File: config.mk
export PLATFORM = sky130hd
export DESIGN_NAME = soc_output_config
export DESIGN_NICKNAME = d
export VERILOG_FILES = /design/src/soc_pkg.sv /design/src/soc_reg_if.sv /design/src/soc_output_config.sv /design/src/soc_smb_slave.sv
export SDC_FILE = /design/constraint.sdc
export NUM_CORES = 1
export LEC_CHECK = 0
export BUFFER_PORTS_ARGS = -buffer_cell sky130_fd_sc_hd__buf_2
export CAP_MARGIN = 20
export CORE_MARGIN = 3
export CORE_UTILIZATION = 44
export CTS_BUF_LIST = sky130_fd_sc_hd__clkbuf_8
export DETAILED_ROUTE_END_ITERATION = 10
export GPL_ROUTABILITY_DRIVEN = 1
export GPL_TIMING_DRIVEN = 0
export HOLD_SLACK_MARGIN = 0.15
export PLACE_DENSITY = 0.58
export SYNTH_ARGS = -nofsm -noshare
export SYNTH_HDL_FRONTEND = slang
export SYNTH_HIERARCHICAL = 1
export SYNTH_SLANG_ARGS = --single-unit
File: constraint.sdc
create_clock -name sys_clk -period 3.6 [get_ports sys_clk]
set_clock_uncertainty 0.05 [all_clocks]
set_input_delay 0.54 -clock sys_clk [delete_from_list [all_inputs] [get_ports sys_clk]]
set_output_delay 0.54 -clock sys_clk [all_outputs]
set_load 0.03 [all_outputs]
File: src/soc_pkg.sv
package soc_pkg;
   // Register offsets
   localparam logic [7:0] ADDR_PWR_A   = 8'h01;
   localparam logic [7:0] ADDR_GPIO    = 8'h04;
   localparam logic [7:0] ADDR_SCR_CTL = 8'h21;
   localparam logic [7:0] ADDR_SCR_OVR = 8'h22;
   localparam logic [7:0] ADDR_PWR_B   = 8'h26;
   localparam logic [7:0] ADDR_TX_CFG  = 8'h2F;
   localparam logic [7:0] ADDR_CLK_DLY = 8'h30;
   localparam logic [7:0] ADDR_SWING   = 8'h69;
   // Field positions in the transmit output, scrambler control and clock delay registers
   localparam int TX_TERM_BIT   = 5;
   localparam int TX_START_BIT  = 4;
   localparam int TX_STOP_BIT   = 3;
   localparam int TX_OVR_BIT    = 2;
   localparam int TX_RED_EN_BIT = 1;
   localparam int TX_PRI_EN_BIT = 0;
   localparam int SCR_EN_BIT    = 3;
   localparam int CLK_DLY_LSB   = 5;
   // Values after reset
   localparam logic [5:0] TX_CFG_RST   = 6'h38;
   localparam logic [2:0] CLK_DLY_RST  = 3'h3;
   localparam logic [4:0] CLK_DLY_RSVD = 5'h02;
   localparam logic [2:0] SWING_RST    = 3'h3;
   // Clock routing and multi-write trigger values
   localparam logic [7:0] GPIO_CLK_VAL = 8'h21;
   localparam logic [7:0] PWR_A_VAL    = 8'h10;
   localparam logic [7:0] PWR_B_VAL    = 8'h40;
   localparam logic [7:0] SCR_OVR_VAL  = 8'h08;
   // Swing code to output level, entry 0 rightmost
   localparam logic [7:0][3:0] AMP_LEVEL_TBL =
      {4'h1, 4'h2, 4'h3, 4'h4, 4'h6, 4'h5, 4'h8, 4'h7};
   localparam logic [3:0] SMB_BITS = 4'h8;
   // Serial bus slave states
   typedef enum logic [2:0] {
      SMB_IDLE, SMB_ADDR, SMB_ACK_A, SMB_WRITE, SMB_ACK_W, SMB_READ, SMB_ACK_R
   } soc_smb_state_e;
endpackage

File: src/soc_reg_if.sv
`timescale 1ns/1ps
interface soc_reg_if;
   logic       wr_en;
   logic [7:0] wr_addr;
   logic [7:0] wr_data;
   logic [7:0] rd_addr;
   logic [7:0] rd_data;
   modport slave (output wr_en, wr_addr, wr_data, rd_addr, input rd_data);
   modport bank (input wr_en, wr_addr, wr_data, rd_addr, output rd_data);
endinterface

File: src/soc_output_config.sv
`timescale 1ns/1ps
// Notes on behaviour
// Bit 5 picks 50 or 75 ohm termination
// Start bit: either link or both links
// Stop bit: both invalid or either invalid
// No override: primary on, redundant follows pin
// Override: bits 1 and 0 enable outputs
// Pin must be high for redundant output
// Bits 7:5 set input clock delay code
// Swing code maps to output level table
// Power save needs several writes to change
// Scrambler override needs two register writes
// Value 0x21 in 0x04 routes clock
// Two writes enter power save, undo exits
// Failover config swaps to alternate live link
// Reserved bits ignore writes, read defaults
module soc_output_config
   import soc_pkg::*;
#(
   parameter logic [6:0] DEV_ADDR = 7'h5A
) (
   input  logic       sys_clk,
   input  logic       reset_n,
   input  logic       smb_scl,
   input  logic       smb_sda_in,
   output logic       smb_sda_out,
   output logic       smb_sda_oe,
   input  logic       redundant_output_pin_enable,
   input  logic [1:0] link_detect,
   input  logic       scrambler_default,
   output logic       termination_50_ohm,
   output logic       primary_serial_output_enable,
   output logic       redundant_serial_output_enable,
   output logic       transmit_active,
   output logic       failover_select,
   output logic [2:0] parallel_input_clock_delay,
   output logic [3:0] amplitude_level,
   output logic       serial_clock_to_general_purpose_pin_two,
   output logic       power_save,
   output logic       scrambler_enable
);
   typedef struct packed {
      logic [5:0] tx_cfg;
      logic [2:0] clk_dly;
      logic [2:0] swing;
      logic [7:0] pwr_a, gpio_sel, scr_ctl, scr_ovr, pwr_b;
      logic       pin_s1, pin_s2;
      logic [1:0] link_s1, link_s2;
      logic       scr_s1, scr_s2;
      logic       active, cur_ch;
      logic       term50, pri_en, red_en;
      logic [2:0] dly_code;
      logic [3:0] amp_lvl;
      logic       gpio_clk, pwr_save, scr_en, sda_out;
   } soc_top_s;

   localparam soc_top_s TOP_RST = '{tx_cfg: TX_CFG_RST, clk_dly: CLK_DLY_RST,
      swing: SWING_RST, term50: TX_CFG_RST[TX_TERM_BIT], pri_en: 1'b1,
      dly_code: CLK_DLY_RST, amp_lvl: AMP_LEVEL_TBL[SWING_RST], default: '0};

   soc_top_s  st, nx;
   soc_reg_if bus ();
   logic      ovr, both_up, any_up, start_ok, stop_now, fo_mode;

   // Serial bus slave feeding the register bank
   soc_smb_slave #(
      .DEV_ADDR (DEV_ADDR)
   ) u_smb (
      .sys_clk    (sys_clk),
      .reset_n    (reset_n),
      .smb_scl    (smb_scl),
      .smb_sda_in (smb_sda_in),
      .smb_sda_oe (smb_sda_oe),
      .bus        (bus)
   );

   // Read mux; reserved fields return their fixed defaults
   always_comb begin
      case (bus.rd_addr)
         ADDR_TX_CFG:  bus.rd_data = {2'h0, st.tx_cfg};
         ADDR_CLK_DLY: bus.rd_data = {st.clk_dly, CLK_DLY_RSVD};
         ADDR_SWING:   bus.rd_data = {5'h00, st.swing};
         ADDR_PWR_A:   bus.rd_data = st.pwr_a;
         ADDR_GPIO:    bus.rd_data = st.gpio_sel;
         ADDR_SCR_CTL: bus.rd_data = st.scr_ctl;
         ADDR_SCR_OVR: bus.rd_data = st.scr_ovr;
         ADDR_PWR_B:   bus.rd_data = st.pwr_b;
         default:      bus.rd_data = 8'h00;
      endcase
   end

   // Link qualifiers from the synchronised remote sense inputs
   assign ovr      = st.tx_cfg[TX_OVR_BIT];
   assign both_up  = &st.link_s2;
   assign any_up   = |st.link_s2;
   assign start_ok = st.tx_cfg[TX_START_BIT] ? both_up : any_up;
   assign stop_now = st.tx_cfg[TX_STOP_BIT] ? !both_up : !any_up;
   assign fo_mode  = !ovr && !st.tx_cfg[TX_START_BIT] && st.pin_s2;

   // Register writes, synchronisers, link state and output stage
   always_comb begin
      nx         = st;
      nx.pin_s1  = redundant_output_pin_enable;
      nx.pin_s2  = st.pin_s1;
      nx.link_s1 = link_detect;
      nx.link_s2 = st.link_s1;
      nx.scr_s1  = scrambler_default;
      nx.scr_s2  = st.scr_s1;
      if (bus.wr_en) begin
         case (bus.wr_addr)
            ADDR_TX_CFG:  nx.tx_cfg = bus.wr_data[5:0];
            ADDR_CLK_DLY: nx.clk_dly = bus.wr_data[7:CLK_DLY_LSB];
            ADDR_SWING:   nx.swing = bus.wr_data[2:0];
            ADDR_PWR_A:   nx.pwr_a = bus.wr_data;
            ADDR_GPIO:    nx.gpio_sel = bus.wr_data;
            ADDR_SCR_CTL: nx.scr_ctl = bus.wr_data;
            ADDR_SCR_OVR: nx.scr_ovr = bus.wr_data;
            ADDR_PWR_B:   nx.pwr_b = bus.wr_data;
            default: ;
         endcase
      end
      // Transmission start and stop policy
      if (st.active) begin
         nx.active = !stop_now;
      end else begin
         nx.active = start_ok;
      end
      // Swap to the other channel when the current link drops
      if (!fo_mode) begin
         nx.cur_ch = 1'b0;
      end else if (!st.link_s2[st.cur_ch] && st.link_s2[!st.cur_ch]) begin
         nx.cur_ch = !st.cur_ch;
      end
      nx.term50   = st.tx_cfg[TX_TERM_BIT];
      nx.pri_en   = ovr ? st.tx_cfg[TX_PRI_EN_BIT] : 1'b1;
      nx.red_en   = (ovr ? st.tx_cfg[TX_RED_EN_BIT] : 1'b1) & st.pin_s2;
      nx.dly_code = st.clk_dly;
      nx.amp_lvl  = AMP_LEVEL_TBL[st.swing];
      nx.gpio_clk = st.gpio_sel == GPIO_CLK_VAL;
      nx.pwr_save = st.pwr_a == PWR_A_VAL && st.pwr_b == PWR_B_VAL;
      nx.scr_en   = st.scr_ovr == SCR_OVR_VAL ? st.scr_ctl[SCR_EN_BIT] : st.scr_s2;
      nx.sda_out  = 1'b0;
   end

   // State register
   always_ff @(posedge sys_clk or negedge reset_n) begin
      if (!reset_n) begin
         st <= TOP_RST;
      end else begin
         st <= nx;
      end
   end

   assign smb_sda_out                             = st.sda_out;
   assign termination_50_ohm                      = st.term50;
   assign primary_serial_output_enable            = st.pri_en;
   assign redundant_serial_output_enable          = st.red_en;
   assign transmit_active                         = st.active;
   assign failover_select                         = st.cur_ch;
   assign parallel_input_clock_delay              = st.dly_code;
   assign amplitude_level                         = st.amp_lvl;
   assign serial_clock_to_general_purpose_pin_two = st.gpio_clk;
   assign power_save                              = st.pwr_save;
   assign scrambler_enable                        = st.scr_en;
endmodule

File: src/soc_smb_slave.sv
`timescale 1ns/1ps
module soc_smb_slave
   import soc_pkg::*;
#(
   parameter logic [6:0] DEV_ADDR = 7'h5A
) (
   input  logic    sys_clk,
   input  logic    reset_n,
   input  logic    smb_scl,
   input  logic    smb_sda_in,
   output logic    smb_sda_oe,
   soc_reg_if.slave bus
);
   typedef struct packed {
      logic           scl_s1, scl_s2, scl_d;
      logic           sda_s1, sda_s2, sda_d;
      soc_smb_state_e state;
      logic [3:0]     bit_cnt;
      logic [7:0]     shreg;
      logic [7:0]     ptr;
      logic           rw, first, sda_oe;
      logic           wr_en;
      logic [7:0]     wr_addr, wr_data;
   } soc_smb_s;

   soc_smb_s r, n;
   logic     rise, fall, start, stop;

   // Edge and bus condition detection on synchronised pins
   assign rise  = r.scl_s2 & ~r.scl_d;
   assign fall  = ~r.scl_s2 & r.scl_d;
   assign start = r.scl_s2 & r.scl_d & r.sda_d & ~r.sda_s2;
   assign stop  = r.scl_s2 & r.scl_d & ~r.sda_d & r.sda_s2;

   // Byte engine: pointer byte first, then data with auto increment
   always_comb begin
      n        = r;
      n.wr_en  = 1'b0;
      n.scl_s1 = smb_scl;
      n.scl_s2 = r.scl_s1;
      n.scl_d  = r.scl_s2;
      n.sda_s1 = smb_sda_in;
      n.sda_s2 = r.sda_s1;
      n.sda_d  = r.sda_s2;
      if (start) begin
         n.state   = SMB_ADDR;
         n.bit_cnt = '0;
         n.sda_oe  = 1'b0;
         n.first   = 1'b1;
      end else if (stop) begin
         n.state  = SMB_IDLE;
         n.sda_oe = 1'b0;
      end else if (rise) begin
         case (r.state)
            SMB_ADDR, SMB_WRITE: begin
               n.shreg   = {r.shreg[6:0], r.sda_s2};
               n.bit_cnt = 4'(r.bit_cnt + 4'h1);
            end
            SMB_ACK_R: if (r.sda_s2) n.state = SMB_IDLE; // Master NACK ends read
            default: ;
         endcase
      end else if (fall) begin
         case (r.state)
            SMB_ADDR: if (r.bit_cnt == SMB_BITS) begin
               if (r.shreg[7:1] == DEV_ADDR) begin
                  n.sda_oe = 1'b1;
                  n.rw     = r.shreg[0];
                  n.state  = SMB_ACK_A;
               end else begin
                  n.state = SMB_IDLE;
               end
            end
            SMB_WRITE: if (r.bit_cnt == SMB_BITS) begin
               n.sda_oe = 1'b1;
               n.state  = SMB_ACK_W;
               if (r.first) begin
                  n.ptr   = r.shreg;
                  n.first = 1'b0;
               end else begin
                  n.wr_en   = 1'b1;
                  n.wr_addr = r.ptr;
                  n.wr_data = r.shreg;
                  n.ptr     = 8'(r.ptr + 8'h01);
               end
            end
            SMB_ACK_A, SMB_ACK_W, SMB_ACK_R: begin
               if (r.state != SMB_ACK_R && !(r.state == SMB_ACK_A && r.rw)) begin
                  n.sda_oe  = 1'b0;
                  n.state   = SMB_WRITE;
                  n.bit_cnt = '0;
               end else begin
                  n.shreg   = {bus.rd_data[6:0], 1'b0};
                  n.sda_oe  = ~bus.rd_data[7];
                  n.bit_cnt = 4'h1;
                  n.state   = SMB_READ;
               end
            end
            SMB_READ: begin
               if (r.bit_cnt == SMB_BITS) begin
                  n.sda_oe = 1'b0;
                  n.state  = SMB_ACK_R;
                  n.ptr    = 8'(r.ptr + 8'h01);
               end else begin
                  n.sda_oe  = ~r.shreg[7];
                  n.shreg   = {r.shreg[6:0], 1'b0};
                  n.bit_cnt = 4'(r.bit_cnt + 4'h1);
               end
            end
            default: n.sda_oe = 1'b0;
         endcase
      end
   end

   // State register; idle bus reads high
   always_ff @(posedge sys_clk or negedge reset_n) begin
      if (!reset_n) begin
         r <= '{scl_s1: 1'b1, scl_s2: 1'b1, scl_d: 1'b1, sda_s1: 1'b1,
                sda_s2: 1'b1, sda_d: 1'b1, state: SMB_IDLE, default: '0};
      end else begin
         r <= n;
      end
   end

   assign smb_sda_oe  = r.sda_oe;
   assign bus.wr_en   = r.wr_en;
   assign bus.wr_addr = r.wr_addr;
   assign bus.wr_data = r.wr_data;
   assign bus.rd_addr = r.ptr;
endmodule
==> results of run 1 <==
-- cells in the final DEF (no fill, tap or decap), types with 4 or more instances in the layout --
cell type	n
dfrtp_1	105
mux2_2	69
nand2_1	60
nor2_1	33
buf_4	33
o21ai_0	30
buf_2	29
dfstp_2	19
clkbuf_8	18
nand3_1	15
mux2i_1	12
inv_1	12
a21oi_1	10
clkbuf_1	9
a22oi_1	9
nand3b_1	8
ha_1	8
and3_1	7
nor2b_1	7
dlygate4sd3_1	7
nand4_1	6
a2bb2oi_1	6
nor3_1	5
nor3b_1	5
mux2_1	5
clkinv_2	5
nor4b_1	4
o22ai_1	4
nor4_1	4
-- layout make-up --
cell class              instances  share of cell area [%]
flip-flops and latches        124                   43.79
multi-input cells             377                   39.14
plain buffers                  52                   4.696
clock buffers                  18                   3.469
well taps                     180                   3.154
repair buffers                 31                   3.066
clock inverters                14                   2.155
inverters                      10                  0.5257
-- metal layers --
metal	share of wire, %	GRT usage (%)
met4	1.5	5.740
met5	0	0
met2	49	31.21
met3	4.5	5.598
met1	45	25.06
-- logic make-up after synthesis --
family                     count (synthesis)  share of synthesized area (%)
buffers and inverters                     62                          5.923
AOI/OAI and AO/OA                         96                          10.83
DFF                                      124                          49.67
muxes                                     86                          15.15
adders and majority gates                  9                          1.749
xor gates and xnor gates                   4                         0.6760
other                                      1                        0.05957
and+or+nand+nor                          181                          15.94
-- power by group --
group	switching, mW	total [mW]	leakage, nW	internal, mW
logic	0.0832	0.128	1.47	0.0453
clock network	0.547	1.24	0.207	0.691
registers	0.0144	1.43	1.63	1.41
-- flip-flops by register name, indices dropped and copies added (netlist names), 3 cells and up --
register                    count
amplitude_level                 4
nx                              8
parallel_input_clock_delay      3
st                             51
u_smb/bus.rd_addr               8
u_smb/bus.wr_addr               8
u_smb/bus.wr_data               8
u_smb/n                         4
u_smb/r                        19
-- worst register-to-register path, stage by stage, from the launching register on --
cell      delay, ns
dfrtp_1        0.50
buf_4          0.20
buf_1          0.48
mux2_2         0.42
a22oi_1        0.26
o22ai_1        0.14
nand3b_1       0.23
mux2i_1        0.20
nor2_1         0.06
mux2_2         0.27
-- timing repair --
item / 4_1_cts / 5_1_grt
hold endpoints to repair: 52 / 0
hold buffers: 7 / 0
setup buffers: 0 / 0
-- stage by stage --
stage	area [µm²]	hold slack, ns
global route	7141	0.3110
detailed placement	6669	0.2847
finish	7141	0.2987
global placement	6635	0.2828
floorplan	6295	0.1944
CTS	7141	0.3009
-- worst max-delay path by stage --
stage,from,endpoint,slack (ns),depth (start not counted)
finish,u_smb/bus.rd_addr[2],u_smb/r[31],0.68,9
global route,u_smb/bus.rd_addr[2],u_smb/r[31],0.58,9
CTS,u_smb/bus.rd_addr[2],u_smb/r[31],0.75,9
detailed placement,u_smb/bus.rd_addr[2],u_smb/r[31],0.77,9
global placement,reset_n,u_smb/r[39],0.38,1
floorplan,u_smb/bus.rd_addr[2],u_smb/r[32],1.32,9
==> flow_summary.yaml, run 1 <==
clocking:
  clockRootBuffer: "clkbuf_8"
  clk_pin_slew_ns: 0.07
  worst_skew_pair.late_latency_ns: 0.43
  cts_max_level: 4
  cts_tree: "done"
  cts.repair.resized: 0
  max-clock-path-buffers: 2
  cts_buffers: 17
  clock-sinks: 124
routing:
  avgViaCountPerCell: 5.483
  drt_first_iter_violations: 298
  num_vias: 4419
  dr.pass1.iters: 5
  wl_mm: 14.32
  routedWlPerCell_um: 17.77
  antenna_left: 0
  drcViolationCount: 0
pwr:
  power_density_nw_per_um2: 391.4
  leakage_nw: 3.300
  ir_worst_vdd_mv: 0.2388
  power_mw: 2.795
yosys:
  async_flop_share_pct: 100.0
  synth_edf_count: 0
  synth_nets: 579
  yosys.area.top_type: "dfrtp_1"
  synth_cell_type_count: 80
  synth_warnings: 6
  synth_most_common_cell: "dfrtp_1"
  syn_inst: 563
  avgSynthCellArea_um2: 11.18
  synth_commonest_cells: "105 x dfrtp_1, 69 x mux2_2, 60 x nand2_1"
  synth_top_cell_area_share_pct: 41.74
  syn_area_um2: 6295
  ys.flop_type: "dfrtp_1"
  yosys-top-cells-area: "dfrtp_1 42%, mux2_2 12%, dfstp_2 7.9%"
  ys_ff_latch: 124
  synth-seq-area-share_pct: 49.67
critical_path:
  reg2regPathDepth: 9
  crit_slowest_cell: "dfrtp_1"
  rr_endpoint: "u_smb/r[31]"
  path_class: "reg2reg"
  critPathArrivalTime_ns: 3.18
  cp_max_fo: 10
  reg2reg_from: "u_smb/bus.rd_addr[2]"
  cp_cell_sequence: "buf_4 > buf_1 > mux2_2 > a22oi_1 > o22ai_1 > nand3b_1 > mux2i_1 > nor2_1 > mux2_2"
  cp-start-kind: "register"
  cp_top_family: "multiplexers"
  crit_buf_inv: 2
  max_stage_delay_ns: 0.50
  cp.required_ns: 3.86
  cp_common_cell: "mux2_2"
  rrSetupSlack_ns: 0.68
  cp-end-kind: "register"
cells_and_area:
  fillers: 1261
  seqCellArea_um2: 3127
  drive_above_1_share_pct: 32.91
  utilization_pct: 51.24
  synthToLayoutAreaGrowth_pct: 13.44
  multi_input_area_um2: 2795
  final_nets: 629
  diodes: 0
  final_cells: 806
floorplan:
  die_area_um2: 15780
  die_y_um: 125.6
  core_um2: 13930
  start_util_pct: 45.17
  ios: 25
  die_w_um: 125.6
  num_rows: 43
hold_path:
  hold_depth: 0
  min_delay_worst_endpoint: "st[19]"
  hold_class: "reg2reg"
  min_from: "nx[19]"
grt:
  grt_max_degree: 71
  grt_pass1_wl_mm: 24.05
  grt_util_all_layers_pct: 19.20
  overflow: 0
  antenna_found_initial: 0
  grt_pass1_vias: 4519
sta:
  rsz0062_at_grt: "false"
  timing.fmax_mhz: 342.9
  setup-tns-final_ns: 0
  fin_crit_ns: 2.916
  worst_slew_pin_slew_ns: 0.7974
  finalSetupViolations: 0
  final-hold-violation-count: 0
  slew_headroom_pct: 46.43
  drv_slew: 0
  fin_ws_ns: 0.6840
  finalCritPeriodShare_pct: 81.00
place:
  dp.cells: 767
  dp_slack_ns: 0.7684
  finalWeightedCongestion: 0.8620
  io_buffers: 23
  dpl.hpwl_mm: 10.36
outcome:
  outcome: "complete, no violations"
run:
  cap_violations: 0
Power figures use the tool's default switching activity.
==> run 2, diff against run 1 <==
PLACE_DENSITY = 0.6   (was 0.58)
clock period = 2.4 ns   (was 3.6 ns; I/O delays follow)
==> flow_summary.yaml, run 2 (synthesis results as in run 1) <==
outcome:
  outcome: "complete, no violations"
critical_path:
  cp_cell_sequence: "buf_4 > buf_6 > mux2_2 > a22oi_1 > nor2_1 > a221o_1 > mux2i_1 > nor2_1 > mux2_2"
  critPathArrivalTime_ns: 2.59
  max_stage_delay_ns: 0.41
  cp.required_ns: 2.69
  cp-end-kind: "register"
  cp-start-kind: "register"
  path_class: "reg2reg"
  cp_max_fo: 10
  crit_slowest_cell: "dfrtp_2"
pwr:
  power_density_nw_per_um2: 618.8
  leakage_nw: 3.364
  ir_worst_vdd_mv: 0.3586
floorplan:
  num_rows: 43
  die_area_um2: 15780
  die_y_um: 125.6
  start_util_pct: 45.17
  ios: 25
  die_w_um: 125.6
  core_um2: 13930
routing:
  drcViolationCount: 0
  dr.pass1.iters: 4
  wl_mm: 14.69
  antenna_left: 0
  routedWlPerCell_um: 18.16
  num_vias: 4405
  avgViaCountPerCell: 5.445
  drt_first_iter_violations: 214
sta:
  worst_slew_pin_slew_ns: 0.6482
  finalSetupViolations: 0
  rsz0062_at_grt: "false"
  timing.fmax_mhz: 434.0
  finalCritPeriodShare_pct: 96.00
  drv_slew: 0
  setup-tns-final_ns: 0
  fin_crit_ns: 2.304
  final-hold-violation-count: 0
  slew_headroom_pct: 56.55
clocking:
  cts_buffers: 17
  clk_pin_slew_ns: 0.07
  clockRootBuffer: "clkbuf_8"
  cts_max_level: 4
  worst_skew_pair.late_latency_ns: 0.45
  clock-sinks: 124
  max-clock-path-buffers: 2
  cts_tree: "done"
cells_and_area:
  top_regs: "st (51), u_smb/r (19)"
  final_common_cell: "dfrtp_1"
  synthToLayoutAreaGrowth_pct: 15.46
  top_register: "st"
  final_nets: 632
  drive_above_1_share_pct: 34.34
  most-common-layout-cells: "104 x dfrtp_1, 69 x mux2_2, 60 x nand2_1"
  largest_register_ffs: 51
  final_cells: 809
  diodes: 0
grt:
  grt_pass1_wl_mm: 24.61
  grt_util_all_layers_pct: 19.91
  overflow: 0
  grt_pass1_vias: 4613
  antenna_found_initial: 0
  grt_max_degree: 65
place:
  dp.cells: 767
  io_buffers: 23
  finalWeightedCongestion: 0.8898
  dpl.hpwl_mm: 10.42
run:
  cap_violations: 0
hold_path:
  hold_class: "reg2reg"
run 2: cell count changes in the layout (fill, tap and decap cells not counted), sizes merged:
cell	before	now
clkinv	6	2
buf	67	74
clkbuf	27	25
bufinv	3	5
run 2: layer usage:
layer	share of wire [%]	up-vias	GRT usage, %
met4	1.5	0	6.760
met3	4.2	19	4.792
met1	44	2187	25.69
li1	-	2117	-
met2	50	82	33.04
met5	0	-	0
run 2: worst max-delay path: cells and delay by family, from the launching register on:
family / cells / cell delay [ns]
buffers and inverters: 2 / 0.33
DFF: 1 / 0.41
muxes: 3 / 0.79
and+or+nand+nor: 2 / 0.11
AOI/OAI and AO/OA: 2 / 0.48
run 2: final timing paths:
check | startpoint | to | slack [ns] | cells after the start
worst min-delay path | nx[19] | st[19] | 0.30 | 0
worst min register to register | nx[19] | st[19] | 0.30 | 0
worst max-delay path | u_smb/bus.rd_addr[2] | u_smb/r[33] | 0.1 | 9
worst max register to register | u_smb/bus.rd_addr[2] | u_smb/r[33] | 0.1 | 9
min in group asynchronous | reset_n | amplitude_level[3] | 0.39 | 2
max in group asynchronous | reset_n | u_smb/r[46] | 1.15 | 3
run 2: repair_timing:
action,in CTS,in global routing
endpoints found under the hold margin,58,0
resized for setup,5,8
hold buffers,7,0
setup buffers,0,5
endpoints found under the setup margin,24,25
pin swaps,0,1
run 2: layout make-up:
class / instances / area (µm²)
fillers: 1251 / 6666
flip-flops and latches: 124 / 3128
multi-input cells: 377 / 2814
plain buffers: 50 / 337.8
clock buffers: 20 / 275.3
repair buffers: 36 / 256.5
well taps: 180 / 225.2
clock inverters: 12 / 193.9
inverters: 10 / 37.54
run 2: per-stage QoR:
stage	total power [mW]	utilization [%]	setup WS, ns	hold slack [ns]	cell area, µm²
floorplan	2.282	-	0.1246	0.01441	6295
global placement	2.357	47.62	-0.6296	0.2829	6635
detailed placement	2.369	47.86	-0.4544	0.2864	6669
CTS	4.542	51.80	0.004652	0.3019	7218
global route	4.685	52.16	0.001854	0.3106	7268
finish	4.497	52.16	0.09600	0.2991	7268
run 2: report_power, final:
part	total (mW)	switching (mW)	internal, mW
Combinational	0.202	0.130	0.0718
Sequential	2.14	0.0217	2.12
Clock	2.15	0.843	1.31
==> run 3, diff against run 2 <==
--- a/config.mk
+++ b/config.mk
@@ -17,2 +17,3 @@
 export PLACE_DENSITY = 0.6
+export SKIP_LAST_GASP = 1
 export SYNTH_ARGS = -nofsm -noshare
==> constraint.sdc (replaced) <==
create_clock -name sys_clk -period 2.4 [get_ports sys_clk]
set_clock_uncertainty 0.05 [all_clocks]
set_input_delay 0.48 -clock sys_clk [delete_from_list [all_inputs] [get_ports sys_clk]]
set_output_delay 0.48 -clock sys_clk [all_outputs]
set_load 0.03 [all_outputs]
==> flow_summary.yaml, run 3 (synthesis results as in run 1) <==
pwr:
  ir_worst_vdd_mv: 0.3581
  power_density_nw_per_um2: 618.2
  power_mw: 4.493
  leakage_nw: 3.364
critical_path:
  cp_cell_sequence: "buf_4 > buf_6 > mux2_2 > a22oi_1 > nor2_1 > a221o_1 > mux2i_1 > nor2_1 > mux2_2"
  crit_slowest_cell: "dfrtp_2"
  max_stage_delay_ns: 0.42
  critPathArrivalTime_ns: 2.59
  cp_max_fo: 10
  cp-start-kind: "register"
  reg2reg_from: "u_smb/bus.rd_addr[2]"
  rr_endpoint: "u_smb/r[33]"
  path_class: "reg2reg"
  reg2regPathDepth: 9
  rrSetupSlack_ns: 0.09
  cp.required_ns: 2.68
  cp-end-kind: "register"
routing:
  dr.pass1.iters: 5
  wl_mm: 14.67
  avgViaCountPerCell: 5.440
  routedWlPerCell_um: 18.13
  drt_first_iter_violations: 243
  antenna_left: 0
  num_vias: 4401
  drcViolationCount: 0
floorplan:
  die_y_um: 125.6
  start_util_pct: 45.17
  num_rows: 43
  die_w_um: 125.6
  die_area_um2: 15780
  ios: 25
  core_um2: 13930
place:
  io_buffers: 23
  finalWeightedCongestion: 0.8898
  dpl.hpwl_mm: 10.42
  dp_slack_ns: -0.4544
clocking:
  worst_skew_pair.late_latency_ns: 0.44
  cts_max_level: 4
  clockRootBuffer: "clkbuf_8"
  cts_tree: "done"
  clk_pin_slew_ns: 0.07
  max-clock-path-buffers: 2
  cts_buffers: 17
  clock-sinks: 124
grt:
  busiest_layer: "met2"
  grt_pass1_vias: 4602
  met2_usage_pct: 32.98
  grt_util_all_layers_pct: 19.89
  grt_max_degree: 65
  grt_pass1_wl_mm: 24.58
  antenna_found_initial: 0
  overflow: 0
  grt_use_met3_pct: 4.792
  met1_usage_pct: 25.69
cells_and_area:
  final_nets: 632
  synthToLayoutAreaGrowth_pct: 15.46
  most-common-layout-cells: "104 x dfrtp_1, 69 x mux2_2, 60 x nand2_1"
  diodes: 0
  final_common_cell: "dfrtp_1"
  top_regs: "st (51), u_smb/r (19)"
  top_register: "st"
  drive_above_1_share_pct: 34.34
  largest_register_ffs: 51
sta:
  fin_ws_ns: 0.08970
  drv_slew: 0
  slew_headroom_pct: 56.85
  timing.fmax_mhz: 432.8
  finalCritPeriodShare_pct: 96.26
  final-hold-violation-count: 0
  worst_slew_pin_slew_ns: 0.6438
  fin_crit_ns: 2.310
  finalSetupViolations: 0
hold_path:
  min_from: "nx[19]"
  hold_depth: 0
  min_delay_worst_endpoint: "st[19]"
  hold_class: "reg2reg"
run:
  cap_violations: 0
outcome:
  outcome: "complete, no violations"
## run 3: repair_timing
item,in CTS,in global routing
pin swaps,0,1
gates resized for setup,4,9
endpoints found under the setup margin,24,26
buffers inserted,0,5
hold endpoints to repair,58,0
hold buffers,7,0
## run 3: final cells by class
| cell class | instances | area, µm² |
|---|---|---|
| buffer | 50 | 337.8 |
| fill | 1253 | 6666 |
| clock buffer | 20 | 275.3 |
| inverter | 10 | 37.54 |
| sequential | 124 | 3128 |
| tap | 180 | 225.2 |
| timing repair buffer | 36 | 256.5 |
| multi-input combinational | 377 | 2814 |
| clock inverter | 12 | 193.9 |
## run 3: through the flow
step | instance area [µm²] | setup TNS, ns | hold WS (ns) | util (%) | cells
final | 7268 | 0 | 0.2992 | 52.16 | 809
after global routing | 7268 | -0.01018 | 0.3106 | 52.16 | 809
after CTS | 7217 | -0.2080 | 0.3019 | 51.79 | 804
after detailed placement | 6669 | -3.769 | 0.2864 | 47.86 | 767
after global placement | 6635 | -81.74 | 0.2829 | 47.62 | 766
after floorplan | 6295 | 0 | 0.1344 | - | 563
## run 3: critical path, delay by kind of cell, from the launching register on
family / cells / cell delay, ns
AO/OA/AOI/OAI: 2 / 0.48
buffers and inverters: 2 / 0.32
AND/OR/NAND/NOR: 2 / 0.11
flip-flops: 1 / 0.42
multiplexers: 3 / 0.79
## run 3: where the power goes
group / switching, mW / internal [mW]
Combinational: 0.130 / 0.0718
Clock: 0.839 / 1.31
Sequential: 0.0214 / 2.12
## run 3: how the worst max path moves through the flow
stage          slack, ns  depth (start not counted)                  from          end
2_1_floorplan       0.12                          9  u_smb/bus.rd_addr[2]  u_smb/r[32]
3_3_place_gp       -0.75                          1               reset_n  u_smb/r[28]
3_5_place_dp       -0.45                          9  u_smb/bus.rd_addr[2]  u_smb/r[31]
4_1_cts            -0.08                          9  u_smb/bus.rd_addr[2]  u_smb/r[31]
5_1_grt           -0.006                          9  u_smb/bus.rd_addr[2]  u_smb/r[33]
6_report            0.09                          9  u_smb/bus.rd_addr[2]  u_smb/r[33]
## run 3: per-layer routing
metal / part of all wire [%] / vias to the layer above
met5: 0 / -
met1: 44 / 2177
met4: 1.3 / 0
li1: - / 2117
met3: 4.3 / 15
met2: 51 / 92
